File: src/verilog/dsp_slice_pkg.sv
package dsp_slice_pkg;

    // ==========================================================
    // Bus map and bus encodings
    // ==========================================================
    localparam logic [7:0] CFG_OFS = 8'h00;
    localparam logic [7:0] STATUS_OFS = 8'h04;
    localparam logic [7:0] RESULT_OFS = 8'h08;
    localparam logic [7:0] ACC_OFS = 8'h0c;
    localparam logic [1:0] HTRANS_NONSEQ = 2'h2;
    localparam logic [2:0] HSIZE_WORD = 3'h2;

    // ==========================================================
    // Configuration and status word layout
    // ==========================================================
    localparam int CFG_W = 25;
    localparam logic [CFG_W-1:0] CFG_RESET = 25'h0000000;
    localparam int STATUS_ILLEGAL_BIT = 0;
    localparam int STATUS_UPPER_CARRY_BIT = 1;
    localparam int STATUS_LOWER_CARRY_BIT = 2;

    // ==========================================================
    // Select encodings
    // ==========================================================
    localparam logic [1:0] OUT_SEL_SUM = 2'h0;
    localparam logic [1:0] OUT_SEL_ACC = 2'h1;
    localparam logic [1:0] OUT_SEL_SMALL = 2'h2;
    localparam logic [1:0] OUT_SEL_WIDE = 2'h3;
    localparam logic [1:0] LO_SEL_DIRECT = 2'h0;
    localparam logic [1:0] LO_SEL_SMALL = 2'h1;
    localparam logic [1:0] LO_SEL_WIDE = 2'h2;
    localparam logic [1:0] LO_SEL_SIGN = 2'h3;
    localparam logic [1:0] CARRY_SEL_ZERO = 2'h0;
    localparam logic [1:0] CARRY_SEL_ONE = 2'h1;
    localparam logic [1:0] CARRY_SEL_CASCADE = 2'h2;
    localparam logic [1:0] CARRY_SEL_TILE = 2'h3;

    // Static options, bit 0 first from the bottom
    typedef struct packed {
        logic b_signed;
        logic a_signed;
        logic split_multiplier_mode;
        logic [1:0] lower_adder_carry_sel;
        logic lower_adder_operand_hi_sel;
        logic [1:0] lower_adder_operand_lo_sel;
        logic [1:0] lower_out_sel;
        logic [1:0] upper_adder_carry_sel;
        logic upper_adder_operand_hi_sel;
        logic [1:0] upper_adder_operand_lo_sel;
        logic [1:0] upper_out_sel;
        logic wide_product_stage2_reg;
        logic wide_product_stage1_reg;
        logic lower_small_product_reg;
        logic upper_small_product_reg;
        logic d_reg;
        logic c_reg;
        logic b_reg;
        logic a_reg;
    } cfg_t;

    // Operand bundle from the fabric
    typedef struct packed {
        logic [15:0] a;
        logic [15:0] b;
        logic [15:0] c;
        logic [15:0] d;
    } operands_t;

    // Control strobes from the fabric, all active high
    typedef struct packed {
        logic operand_a_freeze;
        logic operand_b_freeze;
        logic operand_c_freeze;
        logic operand_d_freeze;
        logic upper_input_clear;
        logic lower_input_clear;
        logic acc_high_clear;
        logic acc_low_clear;
        logic acc_high_load_sel;
        logic acc_low_load_sel;
        logic upper_subtract_sel;
        logic lower_subtract_sel;
        logic acc_high_freeze;
        logic acc_low_freeze;
    } controls_t;

    // Cascade chain between neighbouring slices
    typedef struct packed {
        logic carry;
        logic sign;
    } cascade_t;

endpackage : dsp_slice_pkg

File: src/verilog/dsp_slice.sv
// The AHB-Lite slave port and the address map were left to the implementer.
`timescale 1ns/100ps
module dsp_slice #(
    parameter bit CLOCK_POLARITY_SEL = 1'b0
) (
    input wire logic clk,
    input wire logic rst_n,
    input wire logic hsel,
    input wire logic [31:0] haddr,
    input wire logic [1:0] htrans,
    input wire logic hwrite,
    input wire logic [2:0] hsize,
    input wire logic [31:0] hwdata,
    input wire logic hready,
    output logic hreadyout,
    output logic [31:0] hrdata,
    output logic hresp,
    input wire logic ce,
    input wire dsp_slice_pkg::operands_t operands,
    input wire dsp_slice_pkg::controls_t controls,
    input wire logic tile_carry_in,
    input wire dsp_slice_pkg::cascade_t cascade_in,
    output logic [31:0] result_out,
    output logic tile_carry_out,
    output dsp_slice_pkg::cascade_t cascade_out
);
    import dsp_slice_pkg::*;

    // ==========================================================
    // Functions
    // ==========================================================
    // 8x8 multiply with per-operand signedness
    function automatic logic [15:0] mul8(input logic [7:0] x, input logic [7:0] y,
                                         input logic xs, input logic ys);
        logic signed [8:0] sx;
        logic signed [8:0] sy;
        logic signed [17:0] p;
        sx = {xs & x[7], x};
        sy = {ys & y[7], y};
        p = sx * sy;
        return p[15:0];
    endfunction : mul8

    // 16x16 multiply with per-operand signedness
    function automatic logic [31:0] mul16(input logic [15:0] x, input logic [15:0] y,
                                          input logic xs, input logic ys);
        logic signed [16:0] sx;
        logic signed [16:0] sy;
        logic signed [33:0] p;
        sx = {xs & x[15], x};
        sy = {ys & y[15], y};
        p = sx * sy;
        return p[31:0];
    endfunction : mul16

    // 16-bit add or subtract; bit 16 is carry, or borrow when subtracting
    function automatic logic [16:0] addsub(input logic [15:0] w, input logic [15:0] x,
                                           input logic cin, input logic sub);
        logic [16:0] r;
        if (sub) begin
            r = {1'b0, w} - {1'b0, x} - {16'h0000, cin};
        end else begin
            r = {1'b0, w} + {1'b0, x} + {16'h0000, cin};
        end
        return r;
    endfunction : addsub

    // Carry selection for the lower adder; the upper adder decodes its own carry from lower_sum[16]
    function automatic logic pick_carry(input logic [1:0] sel, input logic c2, input logic c3);
        logic r;
        case (sel)
            CARRY_SEL_ZERO: r = 1'b0;
            CARRY_SEL_ONE: r = 1'b1;
            CARRY_SEL_CASCADE: r = c2;
            default: r = c3;
        endcase
        return r;
    endfunction : pick_carry

    // ==========================================================
    // Clock edge choice
    // ==========================================================
    logic slice_clk;
    assign slice_clk = clk ^ CLOCK_POLARITY_SEL;

    // ==========================================================
    // AHB-Lite slave
    // ==========================================================
    cfg_t cfg_ff;
    logic wr_pend_ff;
    logic [7:0] wr_off_ff;
    logic hreadyout_ff;
    logic [31:0] hrdata_ff;
    logic [31:0] acc_ff;
    logic [16:0] upper_sum;
    logic [16:0] lower_sum;
    logic illegal_cfg;
    logic addr_phase;
    logic addr_in_map;
    logic cfg_fwd;
    logic [31:0] rd_word;

    // Address decode; only whole-word accesses inside the low page count
    assign addr_phase = hsel && hready && (htrans == HTRANS_NONSEQ) && (hsize == HSIZE_WORD);
    assign addr_in_map = (haddr[31:8] == 24'h000000);
    assign cfg_fwd = wr_pend_ff && (wr_off_ff == CFG_OFS) && (haddr[7:0] == CFG_OFS);
    assign illegal_cfg = cfg_ff.split_multiplier_mode
        && (cfg_ff.wide_product_stage1_reg || cfg_ff.wide_product_stage2_reg);

    // Read mux; a read straight after a config write sees the new word
    always_comb begin
        rd_word = 32'h00000000;
        if (addr_in_map) begin
            case (haddr[7:0])
                CFG_OFS: rd_word = cfg_fwd ? {7'h00, hwdata[CFG_W-1:0]} : {7'h00, cfg_ff};
                STATUS_OFS: rd_word = {29'h00000000, lower_sum[16], upper_sum[16], illegal_cfg};
                RESULT_OFS: rd_word = result_out;
                ACC_OFS: rd_word = acc_ff;
                default: rd_word = 32'h00000000;
            endcase
        end
    end

    // Address phase capture and zero-wait answer
    always_ff @(posedge clk or negedge rst_n) begin
        if (!rst_n) begin
            wr_pend_ff <= 1'b0;
            wr_off_ff <= 8'h00;
            hrdata_ff <= 32'h00000000;
            hreadyout_ff <= 1'b0;
        end else begin
            hreadyout_ff <= 1'b1;
            wr_pend_ff <= addr_phase && hwrite && addr_in_map;
            wr_off_ff <= haddr[7:0];
            if (addr_phase && !hwrite) begin
                hrdata_ff <= rd_word;
            end
        end
    end

    // Configuration register written in the data phase
    always_ff @(posedge clk or negedge rst_n) begin
        if (!rst_n) begin
            cfg_ff <= CFG_RESET;
        end else if (wr_pend_ff && (wr_off_ff == CFG_OFS)) begin
            cfg_ff <= hwdata[CFG_W-1:0];
        end
    end

    assign hreadyout = hreadyout_ff;
    assign hrdata = hrdata_ff;
    assign hresp = 1'b0;

    // ==========================================================
    // Operand registers
    // ==========================================================
    logic [15:0] a_ff;
    logic [15:0] b_ff;
    logic [15:0] c_ff;
    logic [15:0] d_ff;
    logic [15:0] a_in;
    logic [15:0] b_in;
    logic [15:0] c_in;
    logic [15:0] d_in;

    // Clears win over freeze; C is cleared by either input clear
    always_ff @(posedge slice_clk or negedge rst_n) begin
        if (!rst_n) begin
            a_ff <= 16'h0000;
            b_ff <= 16'h0000;
            c_ff <= 16'h0000;
            d_ff <= 16'h0000;
        end else if (ce) begin
            if (controls.upper_input_clear) a_ff <= 16'h0000;
            else if (!controls.operand_a_freeze) a_ff <= operands.a;
            if (controls.lower_input_clear) b_ff <= 16'h0000;
            else if (!controls.operand_b_freeze) b_ff <= operands.b;
            if (controls.upper_input_clear || controls.lower_input_clear) c_ff <= 16'h0000;
            else if (!controls.operand_c_freeze) c_ff <= operands.c;
            if (!controls.operand_d_freeze) d_ff <= operands.d;
        end
    end

    // Registered or raw operand choice
    assign a_in = cfg_ff.a_reg ? a_ff : operands.a;
    assign b_in = cfg_ff.b_reg ? b_ff : operands.b;
    assign c_in = cfg_ff.c_reg ? c_ff : operands.c;
    assign d_in = cfg_ff.d_reg ? d_ff : operands.d;

    // ==========================================================
    // Multipliers and product pipeline
    // ==========================================================
    logic [15:0] top8_raw;
    logic [15:0] bot8_raw;
    logic [31:0] wide_raw;
    logic [15:0] top8_ff;
    logic [15:0] bot8_ff;
    logic [31:0] stage1_ff;
    logic [31:0] stage2_ff;
    logic [15:0] top8;
    logic [15:0] bot8;
    logic [31:0] wide_s1;
    logic [31:0] wide;
    logic split;

    // Split mode: both bytes pairs multiply independently with their own sign
    assign split = cfg_ff.split_multiplier_mode;
    assign top8_raw = mul8(a_in[15:8], b_in[15:8], cfg_ff.a_signed, cfg_ff.b_signed);
    assign bot8_raw = mul8(a_in[7:0], b_in[7:0], cfg_ff.a_signed & split, cfg_ff.b_signed & split);
    assign wide_raw = split ? {top8_raw, bot8_raw}
                            : mul16(a_in, b_in, cfg_ff.a_signed, cfg_ff.b_signed);

    // Product registers with their upper and lower clears
    always_ff @(posedge slice_clk or negedge rst_n) begin
        if (!rst_n) begin
            top8_ff <= 16'h0000;
            bot8_ff <= 16'h0000;
            stage1_ff <= 32'h00000000;
            stage2_ff <= 32'h00000000;
        end else if (ce) begin
            top8_ff <= controls.upper_input_clear ? 16'h0000 : top8_raw;
            bot8_ff <= controls.lower_input_clear ? 16'h0000 : bot8_raw;
            stage1_ff[31:16] <= controls.upper_input_clear ? 16'h0000 : wide_raw[31:16];
            stage1_ff[15:0] <= controls.lower_input_clear ? 16'h0000 : wide_raw[15:0];
            stage2_ff <= controls.lower_input_clear ? 32'h00000000 : wide_s1;
        end
    end

    // Optional register insertion; 16x16 stages are bypassed in split mode
    assign top8 = cfg_ff.upper_small_product_reg ? top8_ff : top8_raw;
    assign bot8 = cfg_ff.lower_small_product_reg ? bot8_ff : bot8_raw;
    assign wide_s1 = (cfg_ff.wide_product_stage1_reg && !split) ? stage1_ff : wide_raw;
    assign wide = (cfg_ff.wide_product_stage2_reg && !split) ? stage2_ff : wide_s1;

    // ==========================================================
    // Adder/subtractors
    // ==========================================================
    logic [15:0] lower_w;
    logic [15:0] lower_x;
    logic lower_carry_term;
    logic [15:0] upper_w;
    logic [15:0] upper_x;
    logic upper_carry_term;

    // Lower unit operands; cascade inputs trusted to come from the slice below
    assign lower_w = cfg_ff.lower_adder_operand_hi_sel ? c_in : acc_ff[15:0];
    always_comb begin
        case (cfg_ff.lower_adder_operand_lo_sel)
            LO_SEL_DIRECT: lower_x = b_in;
            LO_SEL_SMALL: lower_x = bot8;
            LO_SEL_WIDE: lower_x = wide[15:0];
            default: lower_x = {16{cascade_in.sign}};
        endcase
    end
    assign lower_carry_term = pick_carry(cfg_ff.lower_adder_carry_sel,
                                         cascade_in.carry, tile_carry_in);
    assign lower_sum = addsub(lower_w, lower_x, lower_carry_term, controls.lower_subtract_sel);

    // Upper unit operands, chained to the lower unit
    assign upper_w = cfg_ff.upper_adder_operand_hi_sel ? c_in : acc_ff[31:16];
    always_comb begin
        case (cfg_ff.upper_adder_operand_lo_sel)
            LO_SEL_DIRECT: upper_x = a_in;
            LO_SEL_SMALL: upper_x = top8;
            LO_SEL_WIDE: upper_x = wide[31:16];
            default: upper_x = {16{lower_sum[15]}};
        endcase
    end
    assign upper_carry_term = (cfg_ff.upper_adder_carry_sel == CARRY_SEL_ZERO) ? 1'b0 :
                              (cfg_ff.upper_adder_carry_sel == CARRY_SEL_ONE) ? 1'b1 : lower_sum[16];
    assign upper_sum = addsub(upper_w, upper_x, upper_carry_term, controls.upper_subtract_sel);

    // ==========================================================
    // Accumulator
    // ==========================================================
    // Per-half clear, freeze and load select; clear wins over freeze
    always_ff @(posedge slice_clk or negedge rst_n) begin
        if (!rst_n) begin
            acc_ff <= 32'h00000000;
        end else if (ce) begin
            if (controls.acc_high_clear) acc_ff[31:16] <= 16'h0000;
            else if (!controls.acc_high_freeze)
                acc_ff[31:16] <= controls.acc_high_load_sel ? c_in : upper_sum[15:0];
            if (controls.acc_low_clear) acc_ff[15:0] <= 16'h0000;
            else if (!controls.acc_low_freeze)
                acc_ff[15:0] <= controls.acc_low_load_sel ? d_in : lower_sum[15:0];
        end
    end

    // ==========================================================
    // Output selection and chain outputs
    // ==========================================================
    always_comb begin
        case (cfg_ff.upper_out_sel)
            OUT_SEL_SUM: result_out[31:16] = upper_sum[15:0];
            OUT_SEL_ACC: result_out[31:16] = acc_ff[31:16];
            OUT_SEL_SMALL: result_out[31:16] = top8;
            default: result_out[31:16] = wide[31:16];
        endcase
        case (cfg_ff.lower_out_sel)
            OUT_SEL_SUM: result_out[15:0] = lower_sum[15:0];
            OUT_SEL_ACC: result_out[15:0] = acc_ff[15:0];
            OUT_SEL_SMALL: result_out[15:0] = bot8;
            default: result_out[15:0] = wide[15:0];
        endcase
    end
    assign tile_carry_out = upper_sum[16];
    assign cascade_out = '{carry: upper_sum[16], sign: upper_sum[15]};

    // ==========================================================
    // Assertions
    // ==========================================================
    property p_ce_gates;
        @(posedge slice_clk) disable iff (!rst_n) !ce |=> $stable(acc_ff) && $stable(a_ff) && $stable(stage2_ff);
    endproperty
    a_ce_gates: assert property (p_ce_gates) else $error("state moved while ce low");

    property p_a_load;
        @(posedge slice_clk) disable iff (!rst_n)
            ce && !controls.operand_a_freeze && !controls.upper_input_clear |=> a_ff == $past(operands.a);
    endproperty
    a_a_load: assert property (p_a_load) else $error("operand A did not load");

    property p_d_hold;
        @(posedge slice_clk) disable iff (!rst_n) ce && controls.operand_d_freeze |=> $stable(d_ff);
    endproperty
    a_d_hold: assert property (p_d_hold) else $error("operand D moved while frozen");

    property p_upper_clear;
        @(posedge slice_clk) disable iff (!rst_n)
            ce && controls.upper_input_clear |=> a_ff == 16'h0000 && c_ff == 16'h0000 && top8_ff == 16'h0000;
    endproperty
    a_upper_clear: assert property (p_upper_clear) else $error("upper clear incomplete");

    property p_lower_clear;
        @(posedge slice_clk) disable iff (!rst_n)
            ce && controls.lower_input_clear |=> b_ff == 16'h0000 && stage2_ff == 32'h00000000;
    endproperty
    a_lower_clear: assert property (p_lower_clear) else $error("lower clear incomplete");

    property p_acc_high_clear;
        @(posedge slice_clk) disable iff (!rst_n) ce && controls.acc_high_clear |=> acc_ff[31:16] == 16'h0000;
    endproperty
    a_acc_high_clear: assert property (p_acc_high_clear) else $error("high accumulator not cleared");

    property p_acc_high_load;
        @(posedge slice_clk) disable iff (!rst_n)
            ce && !controls.acc_high_clear && !controls.acc_high_freeze && controls.acc_high_load_sel
            |=> acc_ff[31:16] == $past(c_in);
    endproperty
    a_acc_high_load: assert property (p_acc_high_load) else $error("high accumulator missed C load");

    property p_acc_low_freeze;
        @(posedge slice_clk) disable iff (!rst_n)
            ce && controls.acc_low_freeze && !controls.acc_low_clear |=> $stable(acc_ff[15:0]);
    endproperty
    a_acc_low_freeze: assert property (p_acc_low_freeze) else $error("low accumulator moved while frozen");

    property p_accumulate;
        @(posedge slice_clk) disable iff (!rst_n)
            ce && !controls.acc_low_clear && !controls.acc_low_freeze && !controls.acc_low_load_sel
            && !cfg_ff.lower_adder_operand_hi_sel && !controls.lower_subtract_sel
            |=> acc_ff[15:0] == 16'($past(acc_ff[15:0]) + $past(lower_x) + {15'h0000, $past(lower_carry_term)});
    endproperty
    a_accumulate: assert property (p_accumulate) else $error("low accumulate sum wrong");

    property p_upper_out_acc;
        @(posedge slice_clk) disable iff (!rst_n)
            cfg_ff.upper_out_sel == OUT_SEL_ACC |-> result_out[31:16] == acc_ff[31:16];
    endproperty
    a_upper_out_acc: assert property (p_upper_out_acc) else $error("upper output not accumulator");

    property p_split_bypass;
        @(posedge slice_clk) disable iff (!rst_n)
            split && cfg_ff.lower_out_sel == OUT_SEL_WIDE |-> result_out[15:0] == bot8_raw;
    endproperty
    a_split_bypass: assert property (p_split_bypass) else $error("split mode used wide pipeline");

    c_split: cover property (@(posedge slice_clk) disable iff (!rst_n) split && ce);
    c_subtract: cover property (@(posedge slice_clk) disable iff (!rst_n) ce && controls.upper_subtract_sel);
    c_cascade: cover property (@(posedge slice_clk) disable iff (!rst_n)
        cfg_ff.lower_adder_carry_sel == CARRY_SEL_CASCADE && cascade_in.carry);
    c_bus_read: cover property (@(posedge clk) disable iff (!rst_n) addr_phase && !hwrite);

endmodule : dsp_slice

File: config.mk
export PLATFORM = sky130hd
export DESIGN_NAME = dsp_slice
export DESIGN_NICKNAME = d
export VERILOG_FILES = /design/src/verilog/dsp_slice_pkg.sv /design/src/verilog/dsp_slice.sv
export SDC_FILE = /design/constraint.sdc
export NUM_CORES = 2
export LEC_CHECK = 0
export BUFFER_PORTS_ARGS = -buffer_cell sky130_fd_sc_hd__buf_2
export CAP_MARGIN = 20
export CORE_ASPECT_RATIO = 2
export CORE_MARGIN = 2
export CORE_UTILIZATION = 45
export CTS_BUF_LIST = sky130_fd_sc_hd__clkbuf_8 sky130_fd_sc_hd__clkbuf_16
export DETAILED_ROUTE_END_ITERATION = 10
export GPL_ROUTABILITY_DRIVEN = 1
export SETUP_SLACK_MARGIN = 0.2
export SKIP_CTS_REPAIR_TIMING = 1
export SLEW_MARGIN = 10
export SYNTH_ARGS = -nofsm -noshare
export SYNTH_HDL_FRONTEND = slang
export SYNTH_SLANG_ARGS = --single-unit
export TNS_END_PERCENT = 50
File: constraint.sdc
create_clock -name clk -period 23.3 [get_ports clk]
set_input_delay 0 -clock clk [delete_from_list [all_inputs] [get_ports clk]]
set_output_delay 0 -clock clk [all_outputs]
set_load 0.1 [all_outputs]
==> impl_metrics.csv <==
group,metric,value,unit
outcome,status,"finished with violations",
outcome,violations,"negative hold slack",
sta,slew_violations,0,
sta,fin_skew,0.0193,ns
synthesis,synth_top_family_by_area,"adder cells",
detailed_routing,vias_per_cell,5.83,
detailed_routing,route.detailed.drc,0,
grt,grt_max_degree,77,
critical_path,crit_path_start_kind,"flop",
floorplan,io_pins,225,
synthesis,ys_async_sr_fraction,1.00,
floorplan,die_x,195,microns
grt,antenna_found_initial,9,
power,p_total,4.38,mW
detailed_routing,vias,28400,
final_layout,layout-drive-gt1-share,0.128,
synthesis,syn_inst,3667,
sta,finalWorstSetupSlack,8.08,ns
floorplan,die_area,75200,sq um
placed_design,io_buffers,216,
grt,gr-usage-all-layers,0.315,
critical_path,crit_top_cell,"fa_1",
detailed_routing,dr.pass1.iters,7,
sta,finalHoldViolations,54,
final_layout,area_delta_synth_final,13.1,%
detailed_routing,drt-total-wl,117,mm
synthesis,synth_area_leaders,"fa_1 (22%), dfrtp_1 (20%), ha_1 (9.0%)",
synthesis,synth_edf_count,0,
clocking,cts.clk_slew.worst_paths,0.07,ns
critical_path,worstSetupPathType,"flop to output pin",
synthesis,yosysTopAreaCellShare,0.224,
sta,worstMarginPinSlew,1.32,ns
synthesis,syn-num-nets,4428,
detailed_routing,antenna_left,0,
grt,first_global_vias,29200,
placed_design,finalWeightedCongestion,0.941,
sta,max_freq,65.7,MHz
floorplan,std_cell_rows,140,
clocking,htree_levels,1,
synthesis,post-synth-top-area-cell,"fa_1",
synthesis,yosysSeqAreaShare,0.197,
clocking,clock_latency,0.60,ns
placed_design,place_hpwl,96.4,mm
final_layout,n_fill_cell,6965,
synthesis,syn_area_per_cell,8.95,sq um
critical_path,crit_slowest_cell,"o21ai_0",
synthesis,yosysWarnings,0,
floorplan,initial_utilization,0.453,
detailed_routing,wl_per_cell,24.1,microns
clocking,numCtsBuffers,26,
sta,fin_crit_sh,0.653,
power,power.density,118,nW/um^2
clocking,cts-root-buf,"clkbuf_16",
final_layout,utilization,0.512,
floorplan,core,72500,sq um
critical_path,crit_required,23.30,ns
sta,finalCriticalPeriod,15.22,ns
sta,grt_setup_unrepaired,"no",
critical_path,crit_path_max_fanout,24,
grt,grt_overflow_total,0,
final_layout,regArea,6480,sq um
clocking,numClockSinks,259,
clocking,cts_tree,"built",
sta,hold_ws,-0.0309,ns
detailed_routing,drtIter0Drc,1876,
floorplan,dieHeight,386,microns
clocking,cts_buffer_depth,3,
critical_path,endpoint_kind,"output pin",
synthesis,synthMuxAreaShare,0.0855,
critical_path,cp.arrival,15.22,ns
synthesis,synth_simple_gate_area_frac,0.118,
sta,slew_headroom,0.0931,
synthesis,synth_compound_area_frac,0.164,
sta,setup_violations,0,
synthesis,ys_seq_elements,259,
sta,tns,0,ns
synthesis,ys_types,95,
run,maxCapViolCount,0,
final_layout,multi_input_area,23400,sq um
power,p_leak,18.2,nW
placed_design,pre_cts_ws,8.93,ns
synthesis,ys.flop_type,"dfrtp_1",
grt,grt_pass1_wl,177,mm
hold_path,min_path_type,"input port to asynchronous set/reset pin",
synthesis,synth_xor_area_frac,0.0299,
critical_path,cpPeakStageDelay,0.81,ns
synthesis,synthesis.area,32800,sq um
synthesis,synth_fa_ha_area_frac,0.315,
final_layout,nets,4695,
power,ir_worst_vdd,115,uV
## sequential cells by signal (all words and copies together) (netlist names), 8 cells and up
register / count
d_ff: 16
hrdata: 32
stage1_ff: 32
stage2_ff: 32
acc_ff: 32
wr_off_ff: 8
a_ff: 16
bot8_ff: 16
c_ff: 16
b_ff: 16
cfg_ff: 24
top8_ff: 16
## critical path, delay by kind of cell (launching register included)
| kind | cells | cell delay (ns) |
|---|---|---|
| AOI/OAI and AO/OA | 19 | 5.55 |
| xor gates and xnor gates | 1 | 0.20 |
| adders and majority gates | 11 | 4.61 |
| buffers and inverters | 5 | 1.13 |
| DFF | 1 | 0.58 |
| muxes | 2 | 1.30 |
| and+or+nand+nor | 6 | 1.18 |
## final cells by class
type                       instances  area share
clock buffer                      34      0.0208
antenna                            5    0.000337
inverter                         598      0.0605
multi-input combinational       2632       0.631
clock inverter                    11     0.00364
tap                              923      0.0311
timing repair buffer             417      0.0782
sequential                       259       0.175
## report_power, final
group | switching, mW | internal (mW) | leakage [nW]
clock network | 0.209 | 0.265 | 0.460
registers | 0.0621 | 0.531 | 3.38
logic | 2.11 | 1.21 | 14.4
## placed cells by master (no fill, tap or decap), types with 14 or more instances in the layout
| cell | netlist | routed |
|---|---|---|
| nand3_1 | 37 | 37 |
| a21o_1 | 47 | 47 |
| a21oi_1 | 161 | 161 |
| a22o_1 | 72 | 72 |
| o31ai_1 | 20 | 20 |
| buf_2 | 3 | 215 |
| fa_1 | 368 | 368 |
| and2_1 | 14 | 14 |
| xnor2_1 | 70 | 70 |
| o211ai_1 | 22 | 22 |
| dlygate4sd3_1 | 0 | 121 |
| nand2b_1 | 27 | 27 |
| o21a_1 | 19 | 19 |
| nor2_1 | 313 | 311 |
| nand2_1 | 394 | 394 |
| a221o_1 | 19 | 19 |
| clkbuf_16 | 0 | 27 |
| xor2_1 | 42 | 42 |
| mux4_2 | 31 | 31 |
| o2bb2ai_1 | 45 | 45 |
| buf_4 | 3 | 79 |
| mux2_2 | 90 | 90 |
| dfrtp_1 | 259 | 258 |
| ha_1 | 237 | 237 |
| and3_1 | 18 | 18 |
| o21ai_0 | 174 | 174 |
| inv_1 | 592 | 596 |
| o22ai_1 | 14 | 14 |
| a22oi_1 | 23 | 23 |
| mux2i_1 | 103 | 101 |
| a211oi_1 | 20 | 20 |
| nor3_1 | 25 | 23 |
## synth_stat cells, types with 31 or more instances
cell type and n:
nand2_1 394, nor2_1 313, a21o_1 47, o2bb2ai_1 45
inv_1 592, ha_1 237, nand3_1 37, dfrtp_1 259
fa_1 368, mux4_2 31, clkbuf_1 156, xnor2_1 70
mux2i_1 103, xor2_1 42, o21ai_0 174, a21oi_1 161
a22o_1 72, mux2_2 90
## path summary, 6_finish.rpt
path,start,to,slack (ns),cells after the start
worst min-delay path,rst_n,c_ff[10]$_DFFE_PN0P_,-0.03,2
worst min register to register,c_ff[6]$_DFFE_PN0P_,c_ff[6]$_DFFE_PN0P_,0.47,2
max in group asynchronous,rst_n,acc_ff[8]$_DFFE_PN0P_,21.91,3
min in group clk,controls[1],acc_ff[26]$_DFFE_PN0P_,-0.02,6
worst max register to register,cfg_ff[1]$_DFFE_PN0P_,hrdata[31]$_DFFE_PN0P_,8.93,44
worst max-delay path,cfg_ff[1]$_DFFE_PN0P_,result_out[31],8.08,44
## through the flow
stage / hold WS (ns) / std cells / instance area [sq um]
global route: 0.00213 / 4878 / 37100
global placement: 0.00763 / 4706 / 35000
floorplan: -0.296 / 3667 / 32800
finish: -0.0309 / 4879 / 37100
detailed placement: 0.00413 / 4706 / 35000
CTS: -0.617 / 4751 / 35900
## metal layers
metal  up-vias  track usage  share of wire
met1     14100        0.324           0.34
met2      1200        0.578           0.51
met5         -            0        0.00049
met4         8        0.247          0.097
met3       405       0.0363          0.052
li1      12700            -              -
## kinds of logic (layout without fill, tap and decap cells)
group / count (synthesis) / count (layout)
other: 2 / 7
xor gates and xnor gates: 112 / 112
and+or+nand+nor: 905 / 905
muxes: 228 / 228
DFF: 259 / 259
AOI/OAI and AO/OA: 780 / 780
adders and majority gates: 605 / 605
buffers and inverters: 776 / 1060
(Power assumes the default switching activity.)
